## config.mk

```make
export PLATFORM = sky130hd
export DESIGN_NAME = motor_parameter_set_selector
export DESIGN_NICKNAME = d
export VERILOG_FILES = /design/src/verilog/motor_parameter_set_selector.v /design/src/verilog/set_priority_decode.v
export VERILOG_INCLUDE_DIRS = /design/src /design/src/verilog
export SDC_FILE = /design/constraint.sdc
export NUM_CORES = 1
export LEC_CHECK = 0
export BUFFER_PORTS_ARGS = -buffer_cell sky130_fd_sc_hd__buf_2
export CORE_UTILIZATION = 35
export DETAILED_ROUTE_END_ITERATION = 8
export PLACE_DENSITY = 0.65
export REMOVE_ABC_BUFFERS = 1
export SYNTH_ARGS = -nofsm -noshare
export SYNTH_HDL_FRONTEND = slang
export SYNTH_SLANG_ARGS = --single-unit
```

## constraint.sdc

```tcl
create_clock -name CLOCK -period 3.16 [get_ports CLOCK]
set_input_delay 0.158 -clock CLOCK [delete_from_list [all_inputs] [get_ports CLOCK]]
set_output_delay 0.158 -clock CLOCK [all_outputs]
set_load 0.02 [all_outputs]
```

## src/verilog/set_select_regs.vh

```
// Constants for the motor parameter set selector.
`ifndef SET_SELECT_REGS_VH
`define SET_SELECT_REGS_VH
// ----------------------------------------------------------------
// Set encodings (index of the active set)
// ----------------------------------------------------------------
`define SET_FIRST 2'h0
`define SET_SECOND 2'h1
`define SET_THIRD 2'h2
`define SET_FOURTH 2'h3
`define SET_RESET 2'h0
// ----------------------------------------------------------------
// Switch mode values
// ----------------------------------------------------------------
`define MODE_MOTOR 1'h0
`define MODE_PARAM 1'h1
// ----------------------------------------------------------------
// One-hot output codes and reset values
// ----------------------------------------------------------------
`define ONEHOT_FIRST 4'h1
`define ONEHOT_RESET 4'h1
// ----------------------------------------------------------------
// Selection settle time before run, and its cycle count at 250 MHz
// ----------------------------------------------------------------
`define SETTLE_TIME_MS 2
`define CLOCK_MHZ 250
`define SETTLE_CYCLES (`SETTLE_TIME_MS * 1000 * `CLOCK_MHZ)
`define SETTLE_CNT_W 20
// The same count sized to the settle counter, so the compare needs no padding.
`define SETTLE_LIMIT 20'h7_A120
`endif
```

## src/verilog/motor_parameter_set_selector.v

```verilog
// Motor parameter set selector: picks the active set and drives switch outputs.
`timescale 1ns/1ns
`include "set_select_regs.vh"
module motor_parameter_set_selector (
    input wire CLOCK,
    input wire RST,
    input wire SELECT_SECOND_SET_IN,
    input wire SELECT_THIRD_SET_IN,
    input wire SELECT_FOURTH_SET_IN,
    input wire [3:0] RUN_COMMAND_IN,
    input wire SECOND_SET_SWITCH_MODE,
    input wire THIRD_SET_SWITCH_MODE,
    input wire FOURTH_SET_SWITCH_MODE,
    output reg FIRST_SET_ACTIVE_OUT,
    output reg SECOND_SET_ACTIVE_OUT,
    output reg THIRD_SET_ACTIVE_OUT,
    output reg FOURTH_SET_ACTIVE_OUT,
    output reg [1:0] GROUP_SET_OUT,
    output reg [1:0] SWITCHABLE_SET_OUT,
    output reg FUNCTIONS_DISABLED_OUT,
    output reg CHANGE_PENDING_OUT,
    output reg SETTLE_VIOLATION_OUT
);
    // ----------------------------------------------------------------
    // Decode and mode lookup
    // ----------------------------------------------------------------
    wire [1:0] req_set;
    wire running;
    reg req_mode;
    reg cur_mode;
    reg [1:0] active_q;
    reg [1:0] active_d;
    reg [1:0] req_last_q;
    reg [`SETTLE_CNT_W-1:0] settle_q;
    reg run_last_q;
    wire [3:0] onehot;
    wire [2:0] mode_vec;
    set_priority_decode u_decode (
        .sel_second(SELECT_SECOND_SET_IN),
        .sel_third(SELECT_THIRD_SET_IN),
        .sel_fourth(SELECT_FOURTH_SET_IN),
        .set_index(req_set)
    );
    assign running = |RUN_COMMAND_IN;
    assign mode_vec = {FOURTH_SET_SWITCH_MODE, THIRD_SET_SWITCH_MODE, SECOND_SET_SWITCH_MODE};
    // The first set has no mode of its own; it follows the mode of the set left or entered.
    always @* begin
        if (req_set == `SET_FIRST) begin
            req_mode = `MODE_MOTOR;
        end else begin
            req_mode = mode_vec[req_set - 2'h1];
        end
        if (active_q == `SET_FIRST) begin
            cur_mode = `MODE_MOTOR;
        end else begin
            cur_mode = mode_vec[active_q - 2'h1];
        end
    end
    // ----------------------------------------------------------------
    // Change acceptance
    // ----------------------------------------------------------------
    // A change touching any motor-mode set is a real motor swap and must wait for stop.
    always @* begin
        active_d = active_q;
        if (req_set != active_q) begin
            if (req_mode == `MODE_PARAM && cur_mode == `MODE_PARAM) begin
                active_d = req_set;
            end else if (req_set == `SET_FIRST && cur_mode == `MODE_PARAM) begin
                active_d = req_set;
            end else if (req_mode == `MODE_PARAM && active_q == `SET_FIRST) begin
                active_d = req_set;
            end else if (!running) begin
                active_d = req_set;
            end
        end
    end
    // ----------------------------------------------------------------
    // One-hot outputs
    // ----------------------------------------------------------------
    genvar i;
    generate
        for (i = 0; i < 4; i = i + 1) begin : g_hot
            assign onehot[i] = (active_d == i);
        end
    endgenerate
    // ----------------------------------------------------------------
    // State and outputs
    // ----------------------------------------------------------------
    always @(posedge CLOCK) begin
        if (RST) begin
            active_q <= `SET_RESET;
            req_last_q <= `SET_RESET;
            settle_q <= {`SETTLE_CNT_W{1'b0}};
            run_last_q <= 1'b0;
            {FOURTH_SET_ACTIVE_OUT, THIRD_SET_ACTIVE_OUT, SECOND_SET_ACTIVE_OUT, FIRST_SET_ACTIVE_OUT}
                <= `ONEHOT_RESET;
            GROUP_SET_OUT <= `SET_RESET;
            SWITCHABLE_SET_OUT <= `SET_RESET;
            FUNCTIONS_DISABLED_OUT <= 1'b0;
            CHANGE_PENDING_OUT <= 1'b0;
            SETTLE_VIOLATION_OUT <= 1'b0;
        end else begin
            active_q <= active_d;
            req_last_q <= req_set;
            run_last_q <= running;
            {FOURTH_SET_ACTIVE_OUT, THIRD_SET_ACTIVE_OUT, SECOND_SET_ACTIVE_OUT, FIRST_SET_ACTIVE_OUT}
                <= onehot;
            SWITCHABLE_SET_OUT <= active_d;
            if (active_d != `SET_FIRST && mode_vec[active_d - 2'h1] == `MODE_PARAM) begin
                GROUP_SET_OUT <= `SET_FIRST;
                FUNCTIONS_DISABLED_OUT <= 1'b0;
            end else begin
                GROUP_SET_OUT <= active_d;
                FUNCTIONS_DISABLED_OUT <= (active_d != `SET_FIRST);
            end
            CHANGE_PENDING_OUT <= (active_d != req_set);
            // Monitor only; the settle time is the controller's duty, so a short one is flagged.
            if (req_set != req_last_q) begin
                settle_q <= {`SETTLE_CNT_W{1'b0}};
            end else if (settle_q != `SETTLE_LIMIT) begin
                settle_q <= settle_q + 1'b1;
            end
            if (running && !run_last_q) begin
                SETTLE_VIOLATION_OUT <= (settle_q != `SETTLE_LIMIT);
            end
        end
    end
endmodule

```

## src/verilog/set_priority_decode.v

```verilog
// Priority decoder from the three selection inputs to a set index.
`timescale 1ns/1ns
`include "set_select_regs.vh"
module set_priority_decode (
    input wire sel_second,
    input wire sel_third,
    input wire sel_fourth,
    output reg [1:0] set_index
);
    always @* begin
        if (sel_second) begin
            set_index = `SET_SECOND;
        end else if (sel_third) begin
            set_index = `SET_THIRD;
        end else if (sel_fourth) begin
            set_index = `SET_FOURTH;
        end else begin
            set_index = `SET_FIRST;
        end
    end
endmodule

```

==> summary by stage, run 1 <==
CTS
The clock tree from TritonCTS is done. CTS saw 34 sinks. The longest clock path from root to sink contains 2 buffers. The later-pin clock latency in the skew report is 0.29 ns.

The CTS buffer count is 5. In this run the clock root is driven by a sky130_fd_sc_hd__clkbuf_8. The H-tree depth is 2.

Clock-pin slew was measured on the worst setup and hold paths at 0.07 ns.

Setup path
Of all nets on the critical path, the largest fanout is 5. For the worst setup path, the data arrival time is 3.12 ns. The type of element capturing the critical path is a register. STA classifies the critical path startpoint as a register.

The worst setup path is of the register to register kind. The required time reported for the critical path endpoint is 3.33 ns.

Global route
The first-pass GRT wire length is 6190 um. Global routing consumed, over all layers together, 15.6% of the routing resources. The number of antenna violations at the first check in global routing was 0. Global routing finished with a remaining overflow of 0. The via count of the first global-routing pass is 1383. Entering global routing, the biggest net connects 21 pins.

Timing
The final setup skew is 0.00356 ns. The final hold violation count is 0. The final max-slew violation count was 0. In this run the tightest slew margin relative to its limit is 55.9%. The share of the cycle needed by the critical path after routing is 93.6%. Derived from the worst setup path, the maximum achievable clock frequency is 338 MHz. The worst path needs 2.96 ns of the cycle, external delays included. Across all hold checks on the routed design, the worst slack comes to 0.185 ns.

The actual transition at the worst max-transition pin is 0.662 ns. Setup violations remaining at the end of the flow were counted as 0.

Status
The run finished with clean final reports.

Layout
In the final layout, the multi-input gates occupy 0.00100 mm2. The number of filler instances in the final layout is 495. Relative to the synthesized area, the layout overhead comes to 18.4%. The sequential standard cell area is 681 um2. The net total in the final layout is 253. The antenna diode count is 0. The number of standard cells in the final layout excluding fillers is 302. In the final layout, the share of cells above drive strength 1 is 23.8%.

Detailed routing
The vias per cell is 4.88. For this run, design rule violations remaining after detail routing come to 0. For this run, the detailed router's first-pass iteration total came to 4. The wire length after detailed routing is 3660 um. The detailed router placed 1473 vias in this run. The average wire per cell in the routed design is 12.1 um. The count of nets left with antenna violations once routing finished came out at 0. In this run, the number of DRC markers left after iteration 0 of detailed routing was 87.

Min path
The classification of the worst-slack hold path is primary input to register.

Place
The number of instances in the placed design is 295. Buffers placed on the I/O ports in this run total 22. The detailed placer's ending HPWL is 2680 um.

At the end of routability-driven placement, the weighted congestion stood at 0.819.

Floorplanning
After floorplanning, the core was divided into 25 placement rows. The floorplan step defined a die boundary enclosing 0.00532 mm2. The initial utilization of the core area, before any placement, comes to 36.8%. The total area inside the core boundary comes to 0.00479 mm2. During I/O placement, the number of pins put on the boundary was 23. The die height is 72.9 um. Measured along the x axis, the die boundary spans 72.9 um.

Synthesis
The post-synthesis cell type with the largest combined area is sky130_fd_sc_hd__dfxtp_1. Yosys mapped a number of flops with a built-in enable equal to 0. The share of Yosys cell area claimed by the top area cell type is 38.7%. By count the netlist is led by sky130_fd_sc_hd__nor2_1, sky130_fd_sc_hd__dfxtp_1, sky130_fd_sc_hd__inv_1, sky130_fd_sc_hd__xnor2_1, sky130_fd_sc_hd__nand2_1. The synthesized area per cell is 8.72 um2. Yosys instantiated no cell more often than sky130_fd_sc_hd__nor2_1. The Yosys step of the flow raised 0 warnings. The fraction of registers with async set or reset after synthesis is 0%.

The total of flip-flops plus latches after synthesis is 34. Sorting the synthesized cells by area gives the leading types as sky130_fd_sc_hd__dfxtp_1, sky130_fd_sc_hd__nor2_1, sky130_fd_sc_hd__xnor2_1, sky130_fd_sc_hd__ha_1, sky130_fd_sc_hd__xor2_1. In this run, distinct cell masters in the synthesized netlist total 49. Summing every instance area after synthesis gives 0.00176 mm2. The share of the Yosys chip area taken by registers is 38.7%.

The post-synthesis cell count is 202. The predominant post-synthesis flop cell is sky130_fd_sc_hd__dfxtp_1.

Flow run
The max-capacitance violation count is 0.

Power and ir drop
IR analysis of the VDD net gives a maximum drop of 0.211 mV. For this design the ratio of total power to cell area is 524 mW/mm2. The analysis attributes to cell leakage a power of 0.000796 uW.
metal layers:
metal  global-route usage, %  wire length, um  vias to the layer above
li1                        -                -                      759
met1                    18.5             1660                      682
met2                    25.9             1790                       24
met3                    2.90              110                        8
met4                    9.80               94                        0
met5                       0                0                        -
power breakdown:
part           switching (uW)  internal [uW]  total, uW
combinational             176            145        321
clock                     154            148        302
sequential               11.9            457        469
cells by family after synthesis:
family	count (synthesis)	share of synthesized area, %
AO/OA/AOI/OAI	26	11.2
XOR/XNOR	19	9.45
adder cells (fa/ha/maj)	6	4.26
buffers and inverters	19	5.05
flip-flops	34	38.7
multiplexers	5	2.99
AND/OR/NAND/NOR	93	28.4
sequential cells by signal, indices dropped and copies added, names as in the netlist:
register	cells
SETTLE_VIOLATION_OUT	1
FOURTH_SET_ACTIVE_OUT	1
CHANGE_PENDING_OUT	1
SECOND_SET_ACTIVE_OUT	1
settle_q	20
req_last_q	2
THIRD_SET_ACTIVE_OUT	1
FIRST_SET_ACTIVE_OUT	1
FUNCTIONS_DISABLED_OUT	1
GROUP_SET_OUT	2
active_q	2
run_last_q	1
repair_timing:
action                                  4_1_cts  5_1_grt
resized for setup                             0        2
setup buffers                                 0        0
hold buffers                                  0        0
endpoints found under the setup margin        0        1
through the flow:
| step | TNS, ns | area (um2) | utilization (%) | power [uW] | setup WS (ns) |
|---|---|---|---|---|---|
| 2_1_floorplan | -0.0561 | 1720 | - | 677 | -0.0561 |
| 3_3_place_gp | 0 | 1990 | 41.6 | 791 | 0.116 |
| 3_5_place_dp | 0 | 1990 | 41.6 | 794 | 0.00300 |
| 4_1_cts | 0 | 2070 | 43.3 | 1100 | 0.185 |
| 5_1_grt | -0.00266 | 2080 | 43.6 | 1160 | -0.00266 |
| 6_report | 0 | 2080 | 43.6 | 1090 | 0.201 |
cell usage in the layout (no fill, tap or decap), types with 5 or more instances in the layout:
cell and instances:
sky130_fd_sc_hd__nand2_1 10, sky130_fd_sc_hd__nand3_1 5, sky130_fd_sc_hd__dfxtp_1 34, sky130_fd_sc_hd__nor2_1 35, sky130_fd_sc_hd__o21ai_0 5, sky130_fd_sc_hd__buf_2 22, sky130_fd_sc_hd__inv_1 11, sky130_fd_sc_hd__buf_4 11
sky130_fd_sc_hd__a21oi_1 6, sky130_fd_sc_hd__ha_1 6, sky130_fd_sc_hd__nand4_1 6, sky130_fd_sc_hd__nand2b_1 5, sky130_fd_sc_hd__clkbuf_8 5, sky130_fd_sc_hd__xor2_1 8, sky130_fd_sc_hd__xnor2_1 11
final timing paths:
check,from,end,slack [ns],cells after the start
max,active_q[1],GROUP_SET_OUT[1],0.20,13
max reg2reg,active_q[1],GROUP_SET_OUT[1],0.20,13
min reg2reg,SETTLE_VIOLATION_OUT,SETTLE_VIOLATION_OUT,0.50,2
min,SELECT_SECOND_SET_IN,req_last_q[1],0.18,4
layout make-up:
type / instances / area share, %
repair buffers: 33 / 9.24
clock buffers: 5 / 3.30
flip-flops and latches: 34 / 32.7
inverters: 12 / 2.16
well taps: 67 / 4.02
clock inverters: 2 / 0.480
multi-input cells: 149 / 48.1
critical path, cell delays in order, from the launching register on:
cell	delay (ns)
sky130_fd_sc_hd__dfxtp_1	0.34
sky130_fd_sc_hd__inv_1	0.07
sky130_fd_sc_hd__ha_1	0.30
sky130_fd_sc_hd__mux2i_1	0.12
sky130_fd_sc_hd__o311a_1	0.35
sky130_fd_sc_hd__a21oi_4	0.19
sky130_fd_sc_hd__or2_1	0.15
sky130_fd_sc_hd__and2_4	0.14
sky130_fd_sc_hd__inv_1	0.04
sky130_fd_sc_hd__ha_1	0.29
sky130_fd_sc_hd__nand2b_1	0.16
sky130_fd_sc_hd__or4_2	0.53
sky130_fd_sc_hd__o21ai_0	0.09
sky130_fd_sc_hd__nor4_1	0.07
(Power assumes the default switching activity.)
==> run 2: changes to the inputs <==
ABC_AREA = 1   (was not set)
==> summary by stage, run 2 <==
Status
The flow ran to the end, and the final reports show no timing, DRC or antenna violations.

CTS
The later-pin clock latency in the skew report is 0.29 ns (about the same). The number of buffers on the longest clock path is 2 (unchanged). The CTS buffer count was 5 (unchanged). The H-tree depth is 2 (unchanged). The number of hold-repair buffers added at the cts stage is 0 (unchanged).

The number of buffers inserted by post-CTS setup repair is 0 (unchanged). The quantity of gates resized following cts is 0 (unchanged). The clock-pin transition on the worst setup and hold timing paths came to 0.07 ns (about the same).

The clock tree root driver cell is sky130_fd_sc_hd__clkbuf_8. The clock tree from TritonCTS is done. The sink count of the clock tree came to 34 (unchanged).

Synthesis
By area the synthesized netlist is led by sky130_fd_sc_hd__dfxtp_1, sky130_fd_sc_hd__inv_1, sky130_fd_sc_hd__nor2_1, sky130_fd_sc_hd__nand2_1, sky130_fd_sc_hd__a21oi_1. The synthesized area per cell is 7.62 um2 (-13%). The count of flip-flops with a built-in enable after synthesis was 0 (unchanged). The post-synthesis xor/xnor area fraction is 2.55% (-6.9 points). By count the netlist is led by sky130_fd_sc_hd__inv_1, sky130_fd_sc_hd__dfxtp_1, sky130_fd_sc_hd__nor2_1, sky130_fd_sc_hd__nand2_1, sky130_fd_sc_hd__a21oi_1. The most common cell in the synthesized netlist is sky130_fd_sc_hd__inv_1. The warning count from the yosys run is 0 (unchanged). The adder and majority gate portion of the synthesized area came to 4.38% (+0.12 points). The share of Yosys cell area claimed by the top area cell type is 39.7% (+1.0 points). The portion of the post-synthesis area used by sequential elements was 39.7% (+1.0 points). The largest total area in the synthesized netlist belongs to sky130_fd_sc_hd__dfxtp_1. The total of flip-flops plus latches after synthesis was 34 (unchanged). The fraction of registers with async set or reset after synthesis came to 0% (unchanged). The post-synthesis instance area is 0.00171 mm2 (-2.6%). The largest family of logic cells by synthesized area is simple AND/OR/NAND/NOR gates. Among all flip-flop cells after synthesis, the most frequent one is sky130_fd_sc_hd__dfxtp_1. The distinct cell type count of the synthesized netlist is 31 (-37%). The post-synthesis cell count is 225 (+11%). The proportion of synthesized area in mux cells is 0% (-3.0 points).

The synthesized-area fraction occupied by ao, oa, aoi and oai cells is 13.4% (+2.1 points). The basic-gate share of the synthesized area counting and, or, nand and nor cells was 30.7% (+2.4 points).

Detailed routing
The average wire per cell in the routed design is 10.1 um (-17%). The DRC violation count after routing is 0 (unchanged). The wire length after detailed routing is 3240 um (-11%). The remaining antenna violation count after routing is 0 (unchanged). The first-pass iteration count of the detailed router was 4 (unchanged).

The violation count after the first detailed-route iteration is 45 (-48%). The vias per cell is 4.53 (-7.1%). The vias after detailed routing was 1455 (-1.2%).

Floorplanning
The die area came to 0.00518 mm2 (-2.6%). The I/O pin count was 23 (unchanged). The number of core rows was 25 (unchanged). The effective utilization at floorplan is 36.3% (-0.49 points). The placeable core area is 0.00472 mm2 (-1.3%). The horizontal die dimension is 72.0 um (-1.3%). The die height came to 72.0 um (-1.3%).

Timing
The final critical path time including I/O delays and setup is 2.29 ns (-0.669 ns). The achievable clock frequency is 437 MHz (+29%). The final-report setup violation count is 0 (unchanged). The aggregate negative setup slack is 0 ns (unchanged). The final max-slew violation count is 0 (unchanged). Setup repair after global routing left no endpoint under its margin. The actual transition at the worst max-transition pin is 0.432 ns (-0.230 ns). The share of the cycle needed by the critical path after routing is 72.5% (-21 points).

The minimum setup slack in the final design is 0.870 ns (+0.669 ns). The final hold violation count was 0 (unchanged). The worst slew slack as a fraction of its limit was 71.1% (+15 points).

The final setup skew is 0.00866 ns (+0.00510 ns).

Place
The last weighted congestion value of the routability-driven placer came to 0.860 (+5.0%). The count of input and output buffers came to 22 (unchanged). The detailed placer's ending HPWL is 2490 um (-7.0%). The worst-case setup slack after placement is 0.880 ns (+0.877 ns). The total placed instance area came to 0.00190 mm2 (-4.5%).

Min path
The tightest min-delay check is of the primary input to register type. The cell count of the worst hold path is 2 (-2).

Layout
The antenna diode count came to 0 (unchanged). Leaving out fill and tap cells, the most frequent cells in the layout are sky130_fd_sc_hd__inv_1, sky130_fd_sc_hd__dfxtp_1, sky130_fd_sc_hd__nor2_1. The net total in the final layout was 271 (+7.1%).

The register with the most flip-flops in the final layout is settle_q. The commonest non-fill, non-tap cell in the layout is sky130_fd_sc_hd__inv_1. The area added between synthesis and finish is 16.6%. The flip-flop count of the largest register, all copies and words added came to 20 (unchanged). The share of post-route cells with drive strength above 1 is 24.0% (+0.19 points).

The finished layout cell area is 0.00200 mm2 (-4.1%).

Setup path
The worst setup path is captured at a register. The highest fanout seen on the critical path is 4 (-1). The required time reported for the critical path endpoint was 3.34 ns (about the same). The number of cells on the worst reg-to-reg path is 16 (+3). The worst setup path is launched from a register. The critical path data arrival time is 2.47 ns (-0.65 ns). By startpoint and endpoint, the worst setup path is classified as register to register.

Power and ir drop
The total power density per cell area is 578 mW/mm2 (+10%). The leakage dissipation is 0.000896 uW (+13%). The worst ir drop on vdd was 0.378 mV (+79%). The overall power consumption is 1150 uW (+5.7%).

Global route
The overall overflow remaining after global route is 0 (unchanged). The number of antenna violations at the first check in global routing is 0 (unchanged). The largest net degree at the start of global routing is 12 (-43%). The total global routing track utilization was 14.4% (-1.2 points). The via count of the first global-routing pass came to 1392 (+0.65%). The first-pass GRT wire length came to 5860 um (-5.3%).

Flow run
The max-capacitance violation count is 0 (unchanged).
==> run 2: cell count changes after synthesis, sizes merged, moves of 3 or more <==
cell / before / now
or3: 3 / 0
buf: 4 / 1
nor2b: 4 / 0
o21ai: 5 / 17
mux2i: 3 / 0
a21oi: 8 / 18
nand2: 10 / 33
xor2: 8 / 4
clkbuf: 3 / 0
nand3: 5 / 17
nand2b: 5 / 0
nor4: 5 / 0
inv: 12 / 41
xnor2: 11 / 1
==> run 2: layout make-up <==
class	count	area, um2
Sequential cell	34	681
Clock buffer	6	82.6
Clock inverter	2	12.5
Tap cell	67	83.8
Multi-Input combinational cell	149	875
Timing Repair Buffer	22	110
Fill cell	499	2730
Inverter	41	154
==> run 2: power breakdown <==
part,switching [uW],internal [uW]
logic,215,115
clock network,162,175
registers,18.0,470
==> run 2: final timing paths <==
check,start,end,slack (ns)
hold reg to reg,settle_q[17],settle_q[17],0.50
setup reg to reg,active_q[0],GROUP_SET_OUT[0],0.87
hold / removal,RST,SECOND_SET_ACTIVE_OUT,0.11
setup / recovery,active_q[0],GROUP_SET_OUT[0],0.87
==> run 2: logic make-up (layout without fill, tap and decap cells) <==
kind of cell    count (synthesis)  count (layout)
compound gates                 39              39
xor+xnor                        5               5
fa+ha+maj                       6               6
buf+inv                        42              71
flops                          34              34
simple gates                   99              99
==> run 2: layer usage <==
metal / share of wire (%) / track usage, % / wire (um) / vias up
met5: 0 / 0 / 0 / -
met4: 1.6 / 5.23 / 51 / 0
met3: 4.9 / 5.00 / 160 / 6
met2: 45 / 23.5 / 1460 / 25
met1: 48 / 17.5 / 1570 / 644
li1: - / - / - / 780
==> run 2: through the flow <==
stage / hold WS [ns] / cells / utilization [%]
2_1_floorplan: 0.229 / 224 / -
3_5_place_dp: 0.409 / 313 / 40.3
3_3_place_gp: 0.411 / 313 / 40.3
6_report: 0.107 / 321 / 42.3
4_1_cts: 0.0997 / 321 / 42.3
5_1_grt: 0.107 / 321 / 42.3
==> run 2: worst max-delay path, cell delays in order (launching register included) <==
cell and delay (ns):
sky130_fd_sc_hd__dfxtp_1 0.38, sky130_fd_sc_hd__inv_1 0.10, sky130_fd_sc_hd__ha_1 0.33, sky130_fd_sc_hd__nor2_1 0.05, sky130_fd_sc_hd__nor2_1 0.09, sky130_fd_sc_hd__nand3_1 0.07
sky130_fd_sc_hd__o21ai_0 0.13, sky130_fd_sc_hd__nand2_2 0.10, sky130_fd_sc_hd__nand2_1 0.08, sky130_fd_sc_hd__nand3_2 0.10, sky130_fd_sc_hd__nand2_2 0.10, sky130_fd_sc_hd__inv_2 0.06
sky130_fd_sc_hd__ha_1 0.32, sky130_fd_sc_hd__inv_1 0.08, sky130_fd_sc_hd__nand3_2 0.07, sky130_fd_sc_hd__nand2_2 0.07, sky130_fd_sc_hd__nor2_1 0.04
